### src/dcs_pkg.sv
// Operation
// RULE_01: Any fault, halfway or done event sets the channel's any-event flag.
// RULE_02: A finished channel transfer sets that channel's done flag.
// RULE_03: Half the programmed transfer moved sets the channel's halfway flag.
// RULE_04: A failed bus access of a channel sets its fault flag.
// RULE_05: Flags are read-only, set by hardware, cleared by writing ones.
// RULE_06: Flags read one after an event, zero otherwise; all reset to zero.
// RULE_07: Four bits per channel: any-event, done, halfway, fault, from bit 0.
// RULE_08: Write-only clear register at 0x04: ones clear flags, zeros ignored.
// RULE_09: A set and a clear of one flag in one cycle leave it set.
`default_nettype none

package dcs_pkg;

   ////////////////////////////////////////////////////////////////////////////
   // Geometry of the status word
   localparam int NUM_CH       = 8;
   localparam int FLAGS_PER_CH = 4;
   localparam int DATA_W       = 32;
   localparam int ADDR_W       = 4;
   localparam int LANES        = 4;
   localparam int LANE_W       = 8;

   // Flag positions inside one channel nibble
   localparam int FLAG_ANY_POS   = 0;
   localparam int FLAG_DONE_POS  = 1;
   localparam int FLAG_HALF_POS  = 2;
   localparam int FLAG_FAULT_POS = 3;

   ////////////////////////////////////////////////////////////////////////////
   // Register byte addresses
   localparam logic [ADDR_W-1:0] STATUS_ADDR = 4'h0;
   localparam logic [ADDR_W-1:0] CLEAR_ADDR  = 4'h4;
   localparam logic [ADDR_W-1:0] ENABLE_ADDR = 4'h8;

   // Values after reset
   localparam logic [DATA_W-1:0] STATUS_RST = 32'h0000_0000;
   localparam logic [DATA_W-1:0] ENABLE_RST = 32'h0000_0000;
   localparam logic [DATA_W-1:0] ZERO_WORD  = 32'h0000_0000;

   // Avalon response codes
   localparam logic [1:0] RESP_OKAY   = 2'h0;
   localparam logic [1:0] RESP_DECERR = 2'h3;

   ////////////////////////////////////////////////////////////////////////////
   // Carriers
   // Event pulses from one channel transfer engine
   typedef struct packed {
      logic faultEvt;   // Bus access failed
      logic halfEvt;    // Half of the transfer moved
      logic doneEvt;    // Transfer finished
   } dcs_evt_t;

   // One channel nibble, listed from bit 3 down to bit 0
   typedef struct packed {
      logic faultFlag;
      logic halfFlag;
      logic doneFlag;
      logic anyFlag;
   } dcs_flags_t;

   // Bus handshake states
   typedef enum logic {
      BUS_IDLE,
      BUS_ACK
   } dcs_bus_state_t;

endpackage

`default_nettype wire

### src/dcs_channel_flags.sv
`default_nettype none

module dcs_channel_flags (
   input  wire logic                ref_clk,   // System clock
   input  wire logic                rst_n,     // Async reset, active low
   input  wire logic                clkEn,     // Freezes state while low
   input  wire dcs_pkg::dcs_evt_t   events,    // Event pulses of this channel
   input  wire dcs_pkg::dcs_flags_t clearMask, // Ones clear matching flags
   output var  dcs_pkg::dcs_flags_t flags      // Sticky flags, registered
);

   dcs_pkg::dcs_flags_t setMask;
   dcs_pkg::dcs_flags_t next_flags;

   ////////////////////////////////////////////////////////////////////////////
   // Set terms from the engine events
   always_comb begin
      setMask.anyFlag   = events.faultEvt | events.halfEvt
                        | events.doneEvt;                      // RULE_01
      setMask.doneFlag  = events.doneEvt;                      // RULE_02
      setMask.halfFlag  = events.halfEvt;                      // RULE_03
      setMask.faultFlag = events.faultEvt;                     // RULE_04
   end

   // Set is applied after clear so a same-cycle event is never lost
   always_comb begin
      next_flags = (flags & ~clearMask) | setMask;             // RULE_09
   end

   // Flags only change by hardware set or software clear
   always_ff @(posedge ref_clk or negedge rst_n) begin
      if (!rst_n) begin
         flags <= dcs_pkg::dcs_flags_t'(dcs_pkg::STATUS_RST[3:0]); // RULE_06
      end else if (clkEn) begin
         flags <= next_flags;                                  // RULE_05
      end
   end

endmodule

`default_nettype wire

### src/dcs_status_flags.sv
`default_nettype none

module dcs_status_flags (
   input  wire logic                      ref_clk,         // 40 MHz clock
   input  wire logic                      rst_n,           // Async reset
   input  wire logic                      clkEn,           // Clock enable
   input  wire dcs_pkg::dcs_evt_t [7:0]   chanEvents,      // Engine pulses
   input  wire logic [3:0]                avs_address,     // Byte address
   input  wire logic                      avs_read,        // Read request
   input  wire logic                      avs_write,       // Write request
   input  wire logic [31:0]               avs_writedata,   // Write data
   input  wire logic [3:0]                avs_byteenable,  // Byte lanes
   output logic                           avs_waitrequest, // Stall
   output logic [31:0]                    avs_readdata,    // Read data
   output logic [1:0]                     avs_response,    // Read status
   output logic                           irq              // Level irq
);

   ////////////////////////////////////////////////////////////////////////////
   // Declarations
   dcs_pkg::dcs_flags_t            cellFlags [dcs_pkg::NUM_CH];
   dcs_pkg::dcs_flags_t            cellClear [dcs_pkg::NUM_CH];
   logic [dcs_pkg::DATA_W-1:0]     statusWord;
   logic [dcs_pkg::DATA_W-1:0]     laneMask;
   logic [dcs_pkg::DATA_W-1:0]     clearWord;
   logic [dcs_pkg::DATA_W-1:0]     enableReg;
   logic [dcs_pkg::DATA_W-1:0]     next_enableReg;
   dcs_pkg::dcs_bus_state_t        busState;
   dcs_pkg::dcs_bus_state_t        next_busState;
   logic                           next_waitRq;
   logic [dcs_pkg::DATA_W-1:0]     next_readData;
   logic [1:0]                     next_response;
   logic                           next_irq;
   logic                           busReq;
   logic                           writeCommit;

   ////////////////////////////////////////////////////////////////////////////
   // Byte lanes widened to a bit mask
   genvar lane;
   generate
      for (lane = 0; lane < dcs_pkg::LANES; lane++) begin : g_lane
         assign laneMask[lane*dcs_pkg::LANE_W +: dcs_pkg::LANE_W] =
            {dcs_pkg::LANE_W{avs_byteenable[lane]}};
      end
   endgenerate

   ////////////////////////////////////////////////////////////////////////////
   // Bus request qualifiers
   // A write takes effect only at the edge where waitrequest is seen low
   assign busReq      = avs_read | avs_write;
   assign writeCommit = avs_write & ~avs_waitrequest;

   // Clear strobe, one cycle, only on the flag-clear address
   always_comb begin
      clearWord = dcs_pkg::ZERO_WORD;
      if (writeCommit && (avs_address == dcs_pkg::CLEAR_ADDR)) begin
         clearWord = avs_writedata & laneMask;                 // RULE_08
      end
   end

   ////////////////////////////////////////////////////////////////////////////
   // Per-channel flag cells, four bits each from bit 0 upward
   genvar ch;
   generate
      for (ch = 0; ch < dcs_pkg::NUM_CH; ch++) begin : g_chan
         assign cellClear[ch] = dcs_pkg::dcs_flags_t'(
            clearWord[ch*dcs_pkg::FLAGS_PER_CH +: dcs_pkg::FLAGS_PER_CH]);
         assign statusWord[ch*dcs_pkg::FLAGS_PER_CH +:
                           dcs_pkg::FLAGS_PER_CH] = cellFlags[ch]; // RULE_07

         dcs_channel_flags u_flags (
            .ref_clk   (ref_clk),
            .rst_n     (rst_n),
            .clkEn     (clkEn),
            .events    (chanEvents[ch]),
            .clearMask (cellClear[ch]),
            .flags     (cellFlags[ch])
         );
      end
   endgenerate

   ////////////////////////////////////////////////////////////////////////////
   // Interrupt enable register, byte-lane writable
   always_comb begin
      next_enableReg = enableReg;
      if (writeCommit && (avs_address == dcs_pkg::ENABLE_ADDR)) begin
         next_enableReg = (enableReg & ~laneMask)
                        | (avs_writedata & laneMask);
      end
   end

   always_ff @(posedge ref_clk or negedge rst_n) begin
      if (!rst_n) begin
         enableReg <= dcs_pkg::ENABLE_RST;
      end else if (clkEn) begin
         enableReg <= next_enableReg;
      end
   end

   ////////////////////////////////////////////////////////////////////////////
   // Interrupt level; registered, so it trails the flags by one cycle
   always_comb begin
      next_irq = |(statusWord & enableReg);
   end

   always_ff @(posedge ref_clk or negedge rst_n) begin
      if (!rst_n) begin
         irq <= 1'b0;
      end else if (clkEn) begin
         irq <= next_irq;
      end
   end

   ////////////////////////////////////////////////////////////////////////////
   // Bus handshake: one stall cycle, then waitrequest low for one cycle.
   // Read data are a snapshot taken as the answer is set up; an event in
   // the answer cycle shows on the next read rather than being lost.
   always_comb begin
      next_busState = busState;
      next_waitRq   = 1'b1;
      next_readData = avs_readdata;
      next_response = avs_response;
      case (busState)
         dcs_pkg::BUS_IDLE: begin
            if (busReq) begin
               next_busState = dcs_pkg::BUS_ACK;
               next_waitRq   = 1'b0;
               next_readData = dcs_pkg::ZERO_WORD;
               next_response = dcs_pkg::RESP_OKAY;
               if (avs_address == dcs_pkg::STATUS_ADDR) begin
                  next_readData = statusWord;                  // RULE_05
               end else if (avs_address == dcs_pkg::ENABLE_ADDR) begin
                  next_readData = enableReg;
               end else if (avs_address == dcs_pkg::CLEAR_ADDR) begin
                  // Write-only register reads as zero
                  next_readData = dcs_pkg::ZERO_WORD;          // RULE_08
               end else begin
                  next_response = dcs_pkg::RESP_DECERR;
               end
            end
         end
         dcs_pkg::BUS_ACK: begin
            next_busState = dcs_pkg::BUS_IDLE;
         end
         default: begin
            next_busState = dcs_pkg::BUS_IDLE;
         end
      endcase
   end

   // Bus registers; waitrequest is high in reset so nothing is taken early
   always_ff @(posedge ref_clk or negedge rst_n) begin
      if (!rst_n) begin
         busState        <= dcs_pkg::BUS_IDLE;
         avs_waitrequest <= 1'b1;
         avs_readdata    <= dcs_pkg::ZERO_WORD;
         avs_response    <= dcs_pkg::RESP_OKAY;
      end else if (clkEn) begin
         busState        <= next_busState;
         avs_waitrequest <= next_waitRq;
         avs_readdata    <= next_readData;
         avs_response    <= next_response;
      end
   end

endmodule

`default_nettype wire

### config.mk
export PLATFORM = sky130hd
export DESIGN_NAME = dcs_status_flags
export DESIGN_NICKNAME = d
export VERILOG_FILES = /design/src/dcs_pkg.sv /design/src/dcs_channel_flags.sv /design/src/dcs_status_flags.sv
export SDC_FILE = /design/constraint.sdc
export NUM_CORES = 1
export LEC_CHECK = 0
export BUFFER_PORTS_ARGS = -buffer_cell sky130_fd_sc_hd__buf_2
export CAP_MARGIN = 20
export CORE_ASPECT_RATIO = 0.9
export CORE_MARGIN = 10
export CORE_UTILIZATION = 57
export CTS_CLUSTER_DIAMETER = 150
export CTS_CLUSTER_SIZE = 40
export DETAILED_ROUTE_END_ITERATION = 12
export GPL_TIMING_DRIVEN = 0
export PLACE_DENSITY = 0.82
export SYNTH_ARGS = -nofsm -noshare
export SYNTH_HDL_FRONTEND = slang
export SYNTH_SLANG_ARGS = --single-unit
### constraint.sdc
create_clock -name ref_clk -period 2.7 [get_ports ref_clk]
set_input_delay 0 -clock ref_clk [delete_from_list [all_inputs] [get_ports ref_clk]]
set_output_delay 0 -clock ref_clk [all_outputs]
set_load 0.05 [all_outputs]
After elaboration in Yosys (flattened, before gate mapping) --
Index checks and enable logic that the tools add are counted.
Cells by class: muxes and demuxes 10, reductions and logical operators 6, eq/ne operators 2, bitwise gates (word level) 49
Operators by type and width (count):
- 32-bit AND | 3
- 32-bit two-way mux | 3
- 4-bit AND | 8
- 32-bit inverter | 1
- 4-bit inverter | 8
- 32-bit OR | 1
- 4-bit OR | 8
- 32-bit OR reduction | 1
- 1-bit OR | 17
- 2-bit two-way mux | 3
- 4-bit by 3-bit == test with 1-bit output (second input constant) | 1
- 4-bit == test (second input constant) | 1
- 4-bit zero test | 1
- 1-bit two-way mux | 3
- 3-bit AND reduction | 1
- 1-bit logical AND | 2
- 1-bit inverter | 2
- 1-bit case mux with 2 select lines | 1
- 2-bit AND reduction | 1
- 1-bit AND | 1
Storage, ports and cells: input port bits 69, bits in registers 101

Longest topological paths before layout --
Gate-level depths: netlist (run 1).
depth after elaboration 7, mapped depth 6

Cells and area by module --
Synthesis (run 1) repeated with hierarchy kept, for this count alone.
Second synthesis, totals: cell total of the unflattened synthesis 399, area total of the unflattened synthesis 4662.0 um^2
By module, submodules not included:
- dcs_status_flags | area each 3360.7 um^2, times used 1, cells each 287, seq. area each 1702.9 um^2
- dcs_channel_flags | area each 162.7 um^2, times used 8, cells each 14, seq. area each 100.1 um^2

Worst setup path after synthesis (run 1) --
Ideal clock, no wire load.
path kind register to register, from register avs_waitrequest, to register (tool-made name), setup time 0.128 ns, arrival time 1.519 ns, cell stages (with the launch flop) 5, required time 2.572 ns, path buffers 1, slack 1.054 ns, path through dfstp_2 and4b_1 buf_2 nand2_2 mux2_1
RTL lines:
- start: declaration | RTL line dcs_status_flags.sv:13 | output logic avs_waitrequest,
- start signal: assignment | RTL line dcs_status_flags.sv:160 | avs_waitrequest <= next_waitRq;

Worst setup path after layout (run 1) --
from input avs_address[3], to register g_chan[6].u_flags.flags[1] (netlist bit)
Between the ends: word-level cells in the longest chain between the ends 6
RTL lines:
- start: declaration | RTL line dcs_status_flags.sv:8 | input wire logic [3:0] avs_address,
- 4-bit by 3-bit == test with 1-bit output | RTL line dcs_status_flags.sv:56 | if (writeCommit && (avs_address == dcs_pkg::CLEAR_ADDR)) begin
- 1-bit logical AND | RTL line dcs_status_flags.sv:56
- 32-bit two-way mux | RTL line dcs_status_flags.sv:56
- 4-bit inverter | RTL line dcs_channel_flags.sv:27 | next_flags = (flags & ~clearMask) | setMask;
- 4-bit AND | RTL line dcs_channel_flags.sv:27
- 4-bit OR | RTL line dcs_channel_flags.sv:27
- end signal: assignment | RTL line dcs_channel_flags.sv:33 | flags <= dcs_pkg::dcs_flags_t'(dcs_pkg::STATUS_RST[3:0]);
- end signal: assignment | RTL line dcs_channel_flags.sv:35 | flags <= next_flags;
- end: declaration | RTL line dcs_channel_flags.sv:9 | output var dcs_pkg::dcs_flags_t flags
Every way passes these cells. A chain may end at the register's enable or synchronous reset.

==> results of run 1 <==
==> kinds of logic (layout without fill, tap and decap cells) <==
group / after synthesis / count (layout) / share of synthesized area (%)
AO/OA/AOI/OAI: 117 / 117 / 19.6
multiplexers: 32 / 32 / 8.47
flip-flops: 100 / 100 / 58.9
buffers and inverters: 24 / 210 / 2.32
AND/OR/NAND/NOR: 96 / 96 / 10.7
==> metrics by stage <==
step | area, sq um | power (uW) | hold WS, ns | cells | util (%)
after CTS | 5730 | 3090 | 0.0988 | 648 | 80.2
after global placement | 4890 | 2200 | 0.227 | 566 | 68.4
after detailed placement | 4920 | 2220 | -0.0596 | 567 | 68.8
after global routing | 5730 | 3210 | 0.118 | 648 | 80.2
after floorplan | 4250 | 1990 | -0.296 | 369 | -
final | 5730 | 3090 | 0.0922 | 648 | 80.2
==> synthesized netlist by cell type, drive strengths merged <==
cell and number:
inv 5, dfrtp 99, a31oi 1, nor2 2, and4b 1, o21a 1
or3 9, a222oi 1, dfstp 1, nor4b 1, mux2 32, nand4 2
nor3 6, a22o 32, nand4b 1, a211oi 1, nand2 74, o211ai 1
o21ai 34, buf 5, clkbuf 14, a22oi 46
==> per-layer routing <==
metal,up-vias,part of all wire (%),track usage [%]
met5,-,0,0
met4,0,1.7,7.31
met3,27,8.7,6.68
met2,187,48,39.2
met1,1917,41,28.1
li1,1724,-,-
==> worst min-delay path by stage <==
stage,startpoint,endpoint,depth (start not counted)
global placement,avs_writedata[9],register,2
global route,rst_n,avs_readdata[11]$_DFFE_PN0P_,2
CTS,rst_n,avs_readdata[11]$_DFFE_PN0P_,2
detailed placement,rst_n,avs_readdata[4]$_DFFE_PN0P_,1
finish,rst_n,avs_readdata[4]$_DFFE_PN0P_,2
floorplan,rst_n,asynchronous set/reset pin,0
==> cell type report <==
class	instances	area, sq um
buffer	19	80.1
clock buffer	12	135
clock inverter	4	26.3
inverter	5	18.8
tap	93	116
timing repair buffer	170	1200
multi-input combinational	245	1650
fill	454	1420
sequential	100	2500
==> critical path: cells and delay by family <==
family          cells  cell delay, ns
compound gates      1            0.20
simple gates        3            1.19
buf+inv             3            1.24
==> power by group through the flow <==
stage / Sequential (uW) / Clock [uW] / Combinational [uW]
2_1_floorplan: 1810 / 0 / 177
3_3_place_gp: 1670 / 0 / 525
3_5_place_dp: 1670 / 0 / 541
4_1_cts: 1650 / 834 / 608
5_1_grt: 1660 / 897 / 655
6_report: 1650 / 829 / 613
==> impl_metrics.toml, run 1 <==
[floorplan]
core_region_area_sq_um = 7150
initial_utilization_pct = 59.5
core.rowCount = 29
num_io_pins = 105
die_height_um = 102
die-width_um = 111
die_area_sq_um = 11300

[setup_path]
crit_path_start = "avs_address[3]"
timing.critical_path.required_ns = 2.94
timing.critical_path.to = "g_chan[6].u_flags.flags[1]$_DFFE_PN0P_"
path_cells = "dlygate4sd3_1, buf_2, or3_1, nor3_2, nand2_1, a22o_1, dlygate4sd3_1"
setup.worst_path.class = "in -> reg"
rrSetupSlack_ns = 0.43
worst_reg2reg_startpoint = "avs_waitrequest$_DFFE_PN1P_"
worstReg2RegEnd = "g_chan[6].u_flags.flags[1]$_DFFE_PN0P_"
data_arrival_time_at_the_worst_slack_endpoint_ns = 2.63
r2r_cells = 5
critical_path.max_stage_delay_ns = 0.58
worstPathMaxFanout = 8
critical_path.startpoint_type = "primary input"
crit_top_cell = "dlygate4sd3_1"
setup.worst_path.end_class = "register"
crit_slowest_cell = "nor3_2"

[place]
port_buffer_cells = 104
globalplace.congestion = 0.887
hpwl_mm = 9.14
preCtsSetupSlack_ns = 0.791

[power_and_ir_drop]
seq_power_share_pct = 53.4
power.density_cell_area_nw_per_um2 = 539
p_comb_share_pct = 19.8
clock_power_share_pct = 26.8
total_switching_power_uw = 955
vdd_drop_max_mv = 0.349
swShare_pct = 30.9
leak_uw = 0.00268
cellInternalPower_uw = 2140

[logic_synthesis]
synth_top_cell_area_share_pct = 58.2
synth_top_area_cell = "dfrtp_1"
ys_seq_area_share_pct = 58.9
synth_nets = 438
synth.distinct_cells = 25
netlist_instances = 369
postSynthRegisterBits = 100
yosysWarnings = 0
ys_top_cells_by_area = "dfrtp_1 58%, mux2_1 8.5%, a22oi_1 8.1%"
netlist_area_sq_um = 4250
synth_area_per_cell_sq_um = 11.5

[detailed_routing]
drt-vias-per-instance = 5.95
dr_total_vias = 3855
finalWirelength_mm = 13.3
drc_errors = 0
detailedRoute.firstPassIterationCount = 4
detail-route-antenna-nets = 0
drt_iter0_drc = 303
wl_per_cell_um = 20.6

[timing]
skew_ns = 0.0135
hold_viol = 0
transition_at_the_pin_with_the_smallest_max_transition_slack_ns = 0.672
final_period_minus_worst_setup_slack_ns = 2.39
finalMaxSlewViolations = 0
setup_tns_ns = 0
unrepaired_setup_endpoints_after_global_routing = "no"
finalSetupViolCount = 0
slew_headroom_pct = 55.0
final_critical_path_setup_slack_ns = 0.315
fin_crit_sh_pct = 88.3
max_freq_mhz = 419

[final_layout]
antenna_cells_inserted = 0
layout_common_cells = "107 x buf_2, 99 x dfrtp_1, 70 x nand2_1, 65 x dlygate4sd3_1, 46 x a22oi_1"
nNetsFinal = 619
area.growth.synth_to_final_pct = 34.8
commonest_non_fill_non_tap_cell_in_the_layout = "buf_2"
drive_above_1_share_pct = 24.0

[clocking]
cts-resized-gates = 0
clock_insertion_delay_worst_skew_ns = 0.36
cts_hold_repair.buffers = 65
postCtsSetupRepairBufs = 0
cts_tree = "built"
tritoncts_num_sinks = 100
cts_inserted_buffers = 9
clkSlewWorstSetupHoldPaths_ns = 0.09
clock_tree.htree_level_count = 3
cts.path.max_buffers = 2
cts_root_buf = "clkbuf_8"

[worst_hold_path]
min_path_type = "in -> async"

[status]
run_status = "completed"

[grt]
antenna_violations_before_repair = 0
grt_max_degree = 76
grt_first_pass_wirelength_mm = 20.8
grt_overflow = 0
vias_in_the_first_global_route = 3991
global_route.usage.total_pct = 23.1

[run]
number_of_maximum_capacitance_violations = 0
Note: power is estimated with default switching activity, not from simulation.
==> run 2: changes to the inputs <==
--- a/config.mk
+++ b/config.mk
@@ -8,13 +8,13 @@
 export BUFFER_PORTS_ARGS = -buffer_cell sky130_fd_sc_hd__buf_2
 export CAP_MARGIN = 20
 export CORE_ASPECT_RATIO = 0.9
-export CORE_MARGIN = 10
+export CORE_MARGIN = 2
 export CORE_UTILIZATION = 57
 export CTS_CLUSTER_DIAMETER = 150
 export CTS_CLUSTER_SIZE = 40
 export DETAILED_ROUTE_END_ITERATION = 12
-export GPL_TIMING_DRIVEN = 0
 export PLACE_DENSITY = 0.82
 export SYNTH_ARGS = -nofsm -noshare
 export SYNTH_HDL_FRONTEND = slang
 export SYNTH_SLANG_ARGS = --single-unit
+export TNS_END_PERCENT = 5
==> impl_metrics.toml, run 2 (same netlist as run 1, synthesis figures left out) <==
[status]
run_status = "completed"

[floorplan]
initial_utilization_pct = 59.5
core.rowCount = 29
die_height_um = 86.0
die_area_sq_um = 8170
die-width_um = 95.1
num_io_pins = 105
core_region_area_sq_um = 7150

[detailed_routing]
drt-vias-per-instance = 5.97
finalWirelength_mm = 12.3
dr_total_vias = 3782
top_layer = "met4"
drc_errors = 0
routedLengthMet1_mm = 4.90
detailedRoute.firstPassIterationCount = 5
drt_iter0_drc = 256
wl_per_cell_um = 19.5
met2_length_mm = 6.15
detail-route-antenna-nets = 0
wl_met3_mm = 1.03

[clocking]
postCtsSetupRepairBufs = 0
clock_insertion_delay_worst_skew_ns = 0.36
cts_tree = "built"
cts.path.max_buffers = 2
cts_root_buf = "clkbuf_8"
clkSlewWorstSetupHoldPaths_ns = 0.10
tritoncts_num_sinks = 100
cts_inserted_buffers = 9
clock_tree.htree_level_count = 3

[place]
globalplace.congestion = 0.819
hpwl_mm = 8.06
port_buffer_cells = 104

[power_and_ir_drop]
vdd_drop_max_mv = 0.375
power.density_cell_area_nw_per_um2 = 585
leak_uw = 0.00269
report.power.total_uw = 3360

[setup_path]
data_arrival_time_at_the_worst_slack_endpoint_ns = 2.60
critical_path.startpoint_type = "primary input"
worstPathMaxFanout = 8
setup.worst_path.end_class = "register"
timing.critical_path.required_ns = 2.94
setup.worst_path.class = "in -> reg"

[timing]
fin_crit_sh_pct = 87.4
slew_headroom_pct = 51.4
holdWs_ns = 0.118
finalMaxSlewViolations = 0
setup_tns_ns = 0
unrepaired_setup_endpoints_after_global_routing = "no"
skew_ns = 0.0129
final_period_minus_worst_setup_slack_ns = 2.36
hold_viol = 0
transition_at_the_pin_with_the_smallest_max_transition_slack_ns = 0.728
max_freq_mhz = 424
finalSetupViolCount = 0

[final_layout]
antenna_cells_inserted = 0
multiInputGateArea_sq_um = 1650
nNetsFinal = 605
layout_common_cells = "103 x buf_2, 99 x dfrtp_1, 70 x nand2_1, 65 x dlygate4sd3_1, 46 x a22oi_1"
drive_above_1_share_pct = 24.8
register_area_sq_um = 2500
commonest_non_fill_non_tap_cell_in_the_layout = "buf_2"
fillerInstances = 414
area.growth.synth_to_final_pct = 35.0

[run]
number_of_maximum_capacitance_violations = 0

[grt]
vias_in_the_first_global_route = 3908
grt_overflow = 0
global_route.usage.total_pct = 32.5
antenna_violations_before_repair = 0
grt_first_pass_wirelength_mm = 19.7
grt_max_degree = 69

[worst_hold_path]
min_path_type = "in -> reg"
==> run 2: cell count changes in the layout (fill, tap and decap cells not counted), sizes merged <==
cell,before,now
clkbuf,26,11
bufinv,0,3
clkinv,3,1
clkinvlp,1,0
==> run 2: worst paths after layout <==
check,to,depth (start not counted),slack [ns],start
setup / recovery,g_chan[3].u_flags.flags[1]$_DFFE_PN0P_,7,0.34,avs_address[0]
hold / removal,irq$_DFFE_PN0P_,3,0.12,clkEn
setup reg to reg,g_chan[3].u_flags.flags[1]$_DFFE_PN0P_,5,0.40,avs_waitrequest$_DFFE_PN1P_
hold reg to reg,avs_readdata[24]$_DFFE_PN0P_,2,0.48,avs_readdata[24]$_DFFE_PN0P_
max in group asynchronous,avs_waitrequest$_DFFE_PN1P_,3,1.64,rst_n
min in group asynchronous,avs_readdata[4]$_DFFE_PN0P_,2,0.22,rst_n
==> run 2: repair_timing <==
action | 4_1_cts | 5_1_grt
endpoints found under the hold margin | 119 | 0
setup endpoints to repair | 0 | 0
hold buffers | 65 | 0
gates resized for setup | 0 | 0
==> run 2: stage by stage <==
stage / area [sq um] / instances / worst slack (ns) / util, %
4_1_cts: 5740 / 633 / 0.398 / 80.3
2_1_floorplan: 4250 / 369 / 1.05 / -
6_report: 5740 / 633 / 0.340 / 80.3
3_3_place_gp: 4860 / 553 / 0.915 / 68.0
3_5_place_dp: 4860 / 553 / 0.825 / 68.0
5_1_grt: 5740 / 633 / 0.221 / 80.3
==> run 2: where the power goes <==
group / total (uW) / internal [uW] / switching, uW
combinational: 589 / 208 / 380
clock: 1120 / 614 / 505
sequential: 1650 / 1580 / 68.3
total: 3360 / 2410 / 954
==> run 2: metal layers <==
metal / vias to the layer above / GRT usage [%]
li1: 1689 / -
met1: 1872 / 43.0
met2: 198 / 51.5
met3: 23 / 8.52
met4: 0 / 12.6
met5: - / 0
==> run 2: area by class of cell <==
class | instances | area share (%)
sequential | 100 | 43.6
multi-input combinational | 245 | 28.8
timing repair buffer | 175 | 21.2
clock buffer | 11 | 2.29
tap | 93 | 2.03
clock inverter | 4 | 1.72
inverter | 5 | 0.327
==> run 2: critical path, stage by stage <==
cell and delay, ns:
dlygate4sd3_1 0.54, buf_2 0.15, or3_1 0.44, nor3_2 0.60
nand2_1 0.11, a22o_1 0.20, dlygate4sd3_1 0.57
==> run 3: changes to the inputs <==
--- a/config.mk
+++ b/config.mk
@@ -9,11 +9,11 @@
 export CAP_MARGIN = 20
 export CORE_ASPECT_RATIO = 0.9
 export CORE_MARGIN = 2
-export CORE_UTILIZATION = 57
+export CORE_UTILIZATION = 25
 export CTS_CLUSTER_DIAMETER = 150
 export CTS_CLUSTER_SIZE = 40
 export DETAILED_ROUTE_END_ITERATION = 12
-export PLACE_DENSITY = 0.82
+export PLACE_DENSITY = 0.41
 export SYNTH_ARGS = -nofsm -noshare
 export SYNTH_HDL_FRONTEND = slang
 export SYNTH_SLANG_ARGS = --single-unit
==> impl_metrics.toml, run 3 (same netlist as run 1, synthesis figures left out) <==
[final_layout]
final_cell_count_no_fill = 751
area.growth.synth_to_final_pct = 40.3
layout_common_cells = "103 x buf_2, 99 x dfrtp_1, 70 x nand2_1, 65 x dlygate4sd3_1, 46 x a22oi_1"
commonest_non_fill_non_tap_cell_in_the_layout = "buf_2"
nNetsFinal = 604
antenna_cells_inserted = 0
drive_above_1_share_pct = 25.0
post_route_core_utilization_pct = 35.6

[clocking]
cts_inserted_buffers = 9
clkSlewWorstSetupHoldPaths_ns = 0.07
clock_tree.htree_level_count = 3
cts.path.max_buffers = 2
cts_root_buf = "clkbuf_16"
cts_tree = "built"
tritoncts_num_sinks = 100
clock_insertion_delay_worst_skew_ns = 0.35
postCtsSetupRepairBufs = 0

[setup_path]
crit_path_start = "avs_waitrequest$_DFFE_PN1P_"
path_cells = "nand4b_1, nor3_2, nand2_1, a22o_1, dlygate4sd3_1"
data_arrival_time_at_the_worst_slack_endpoint_ns = 2.53
critPathTopFamily = "simple AND/OR/NAND/NOR gates"
worst_reg2reg_startpoint = "avs_waitrequest$_DFFE_PN1P_"
critical_path.startpoint_type = "register"
crit_slowest_cell = "nor3_2"
worstPathBufferInverterCount = 1
setup.worst_path.class = "reg -> reg"
critical_path.max_stage_delay_ns = 0.58
timing.critical_path.required_ns = 2.93
worstPathMaxFanout = 8
setup.worst_path.end_class = "register"

[floorplan]
initial_utilization_pct = 25.4
num_io_pins = 105
core.rowCount = 45
die_area_sq_um = 18100
core_region_area_sq_um = 16800
die-width_um = 142
die_height_um = 128

[timing]
fin_crit_sh_pct = 85.0
transition_at_the_pin_with_the_smallest_max_transition_slack_ns = 0.715
unrepaired_setup_endpoints_after_global_routing = "no"
skew_ns = 0.00744
setup_tns_ns = 0
finalSetupViolCount = 0
final_critical_path_setup_slack_ns = 0.404
hold_viol = 0
slew_headroom_pct = 52.3
finalMaxSlewViolations = 0
max_freq_mhz = 436
final_period_minus_worst_setup_slack_ns = 2.30

[place]
globalplace.congestion = 0.742
port_buffer_cells = 104
preCtsSetupSlack_ns = 0.935
hpwl_mm = 9.29
placed_cells_incl_taps = 670

[power_and_ir_drop]
leak_uw = 0.00271
swShare_pct = 28.7
vdd_drop_max_mv = 0.301
total_switching_power_uw = 1030
p_comb_share_pct = 16.6
cellInternalPower_uw = 2560
seq_power_share_pct = 45.9
clock_power_share_pct = 37.5
power.density_cell_area_nw_per_um2 = 601
report.power.total_uw = 3590

[detailed_routing]
detail-route-antenna-nets = 0
drt_iter0_drc = 282
drc_errors = 0
finalWirelength_mm = 14.0
drt-vias-per-instance = 4.79
dr_total_vias = 3600
wl_per_cell_um = 18.7
detailedRoute.firstPassIterationCount = 5

[grt]
globalRouteMet2Util_pct = 24.9
grt_first_pass_wirelength_mm = 21.7
grtUsageMet3_pct = 4.03
antenna_violations_before_repair = 0
gr_layer_usage_met1_pct = 23.1
grt_max_degree = 69
vias_in_the_first_global_route = 3741
busiest_layer = "met2"
grt_overflow = 0
global_route.usage.total_pct = 16.0

[worst_hold_path]
min_path_type = "in -> reg"
hold_start = "avs_address[1]"

[status]
run_status = "completed"

[run]
number_of_maximum_capacitance_violations = 0
run 3: changes by cell type in the layout (fill, tap and decap cells not counted), sizes merged:
cell and change:
buf -1, clkbuf +1, bufinv -2, clkinv +1, clkinvlp +1
run 3: power by group through the flow:
stage	Clock [uW]	Combinational (uW)	Sequential, uW
6_report	1350	594	1650
3_5_place_dp	0	538	1680
2_1_floorplan	0	177	1810
5_1_grt	1450	645	1660
4_1_cts	1390	603	1650
3_3_place_gp	0	537	1680
run 3: worst paths after layout:
path / slack [ns] / depth (start not counted) / to
setup / recovery: 0.40 / 5 / g_chan[7].u_flags.flags[3]$_DFFE_PN0P_
hold / removal: 0.01 / 3 / avs_response[0]$_DFFE_PN0P_
setup reg to reg: 0.40 / 5 / g_chan[7].u_flags.flags[3]$_DFFE_PN0P_
hold reg to reg: 0.48 / 2 / avs_readdata[30]$_DFFE_PN0P_
max in group asynchronous: 1.67 / 3 / avs_waitrequest$_DFFE_PN1P_
min in group asynchronous: 0.25 / 2 / avs_readdata[30]$_DFFE_PN0P_
run 3: cell type report:
cell class	count	area, sq um
clock buffer	12	256
multi-input combinational	245	1650
fill	1724	10800
sequential	100	2500
clock inverter	4	47.5
timing repair buffer	174	1220
inverter	5	18.8
tap	211	264
run 3: worst register-to-register path: stages (launching register included):
cell and delay (ns):
dfstp_2 0.38, nand4b_1 0.34, nor3_2 0.58, nand2_1 0.13
a22o_1 0.20, dlygate4sd3_1 0.55
run 3: what timing repair did:
| item | in CTS | in global routing |
|---|---|---|
| endpoints found under the hold margin | 113 | 0 |
| gates resized for setup | 0 | 0 |
| hold buffers | 65 | 0 |
run 3: routing by layer:
metal	part of all wire, %	vias to the layer above
li1	-	1691
met1	49	1792
met2	45	111
met3	5.5	6
met4	0.44	0
met5	0	-
run 3: through the flow:
stage | cell area (sq um) | hold slack (ns)
3_3_place_gp | 5010 | 0.0919
3_5_place_dp | 5010 | 0.0902
2_1_floorplan | 4250 | -0.296
5_1_grt | 5970 | 0.0154
6_report | 5970 | 0.0129
4_1_cts | 5970 | 0.0103
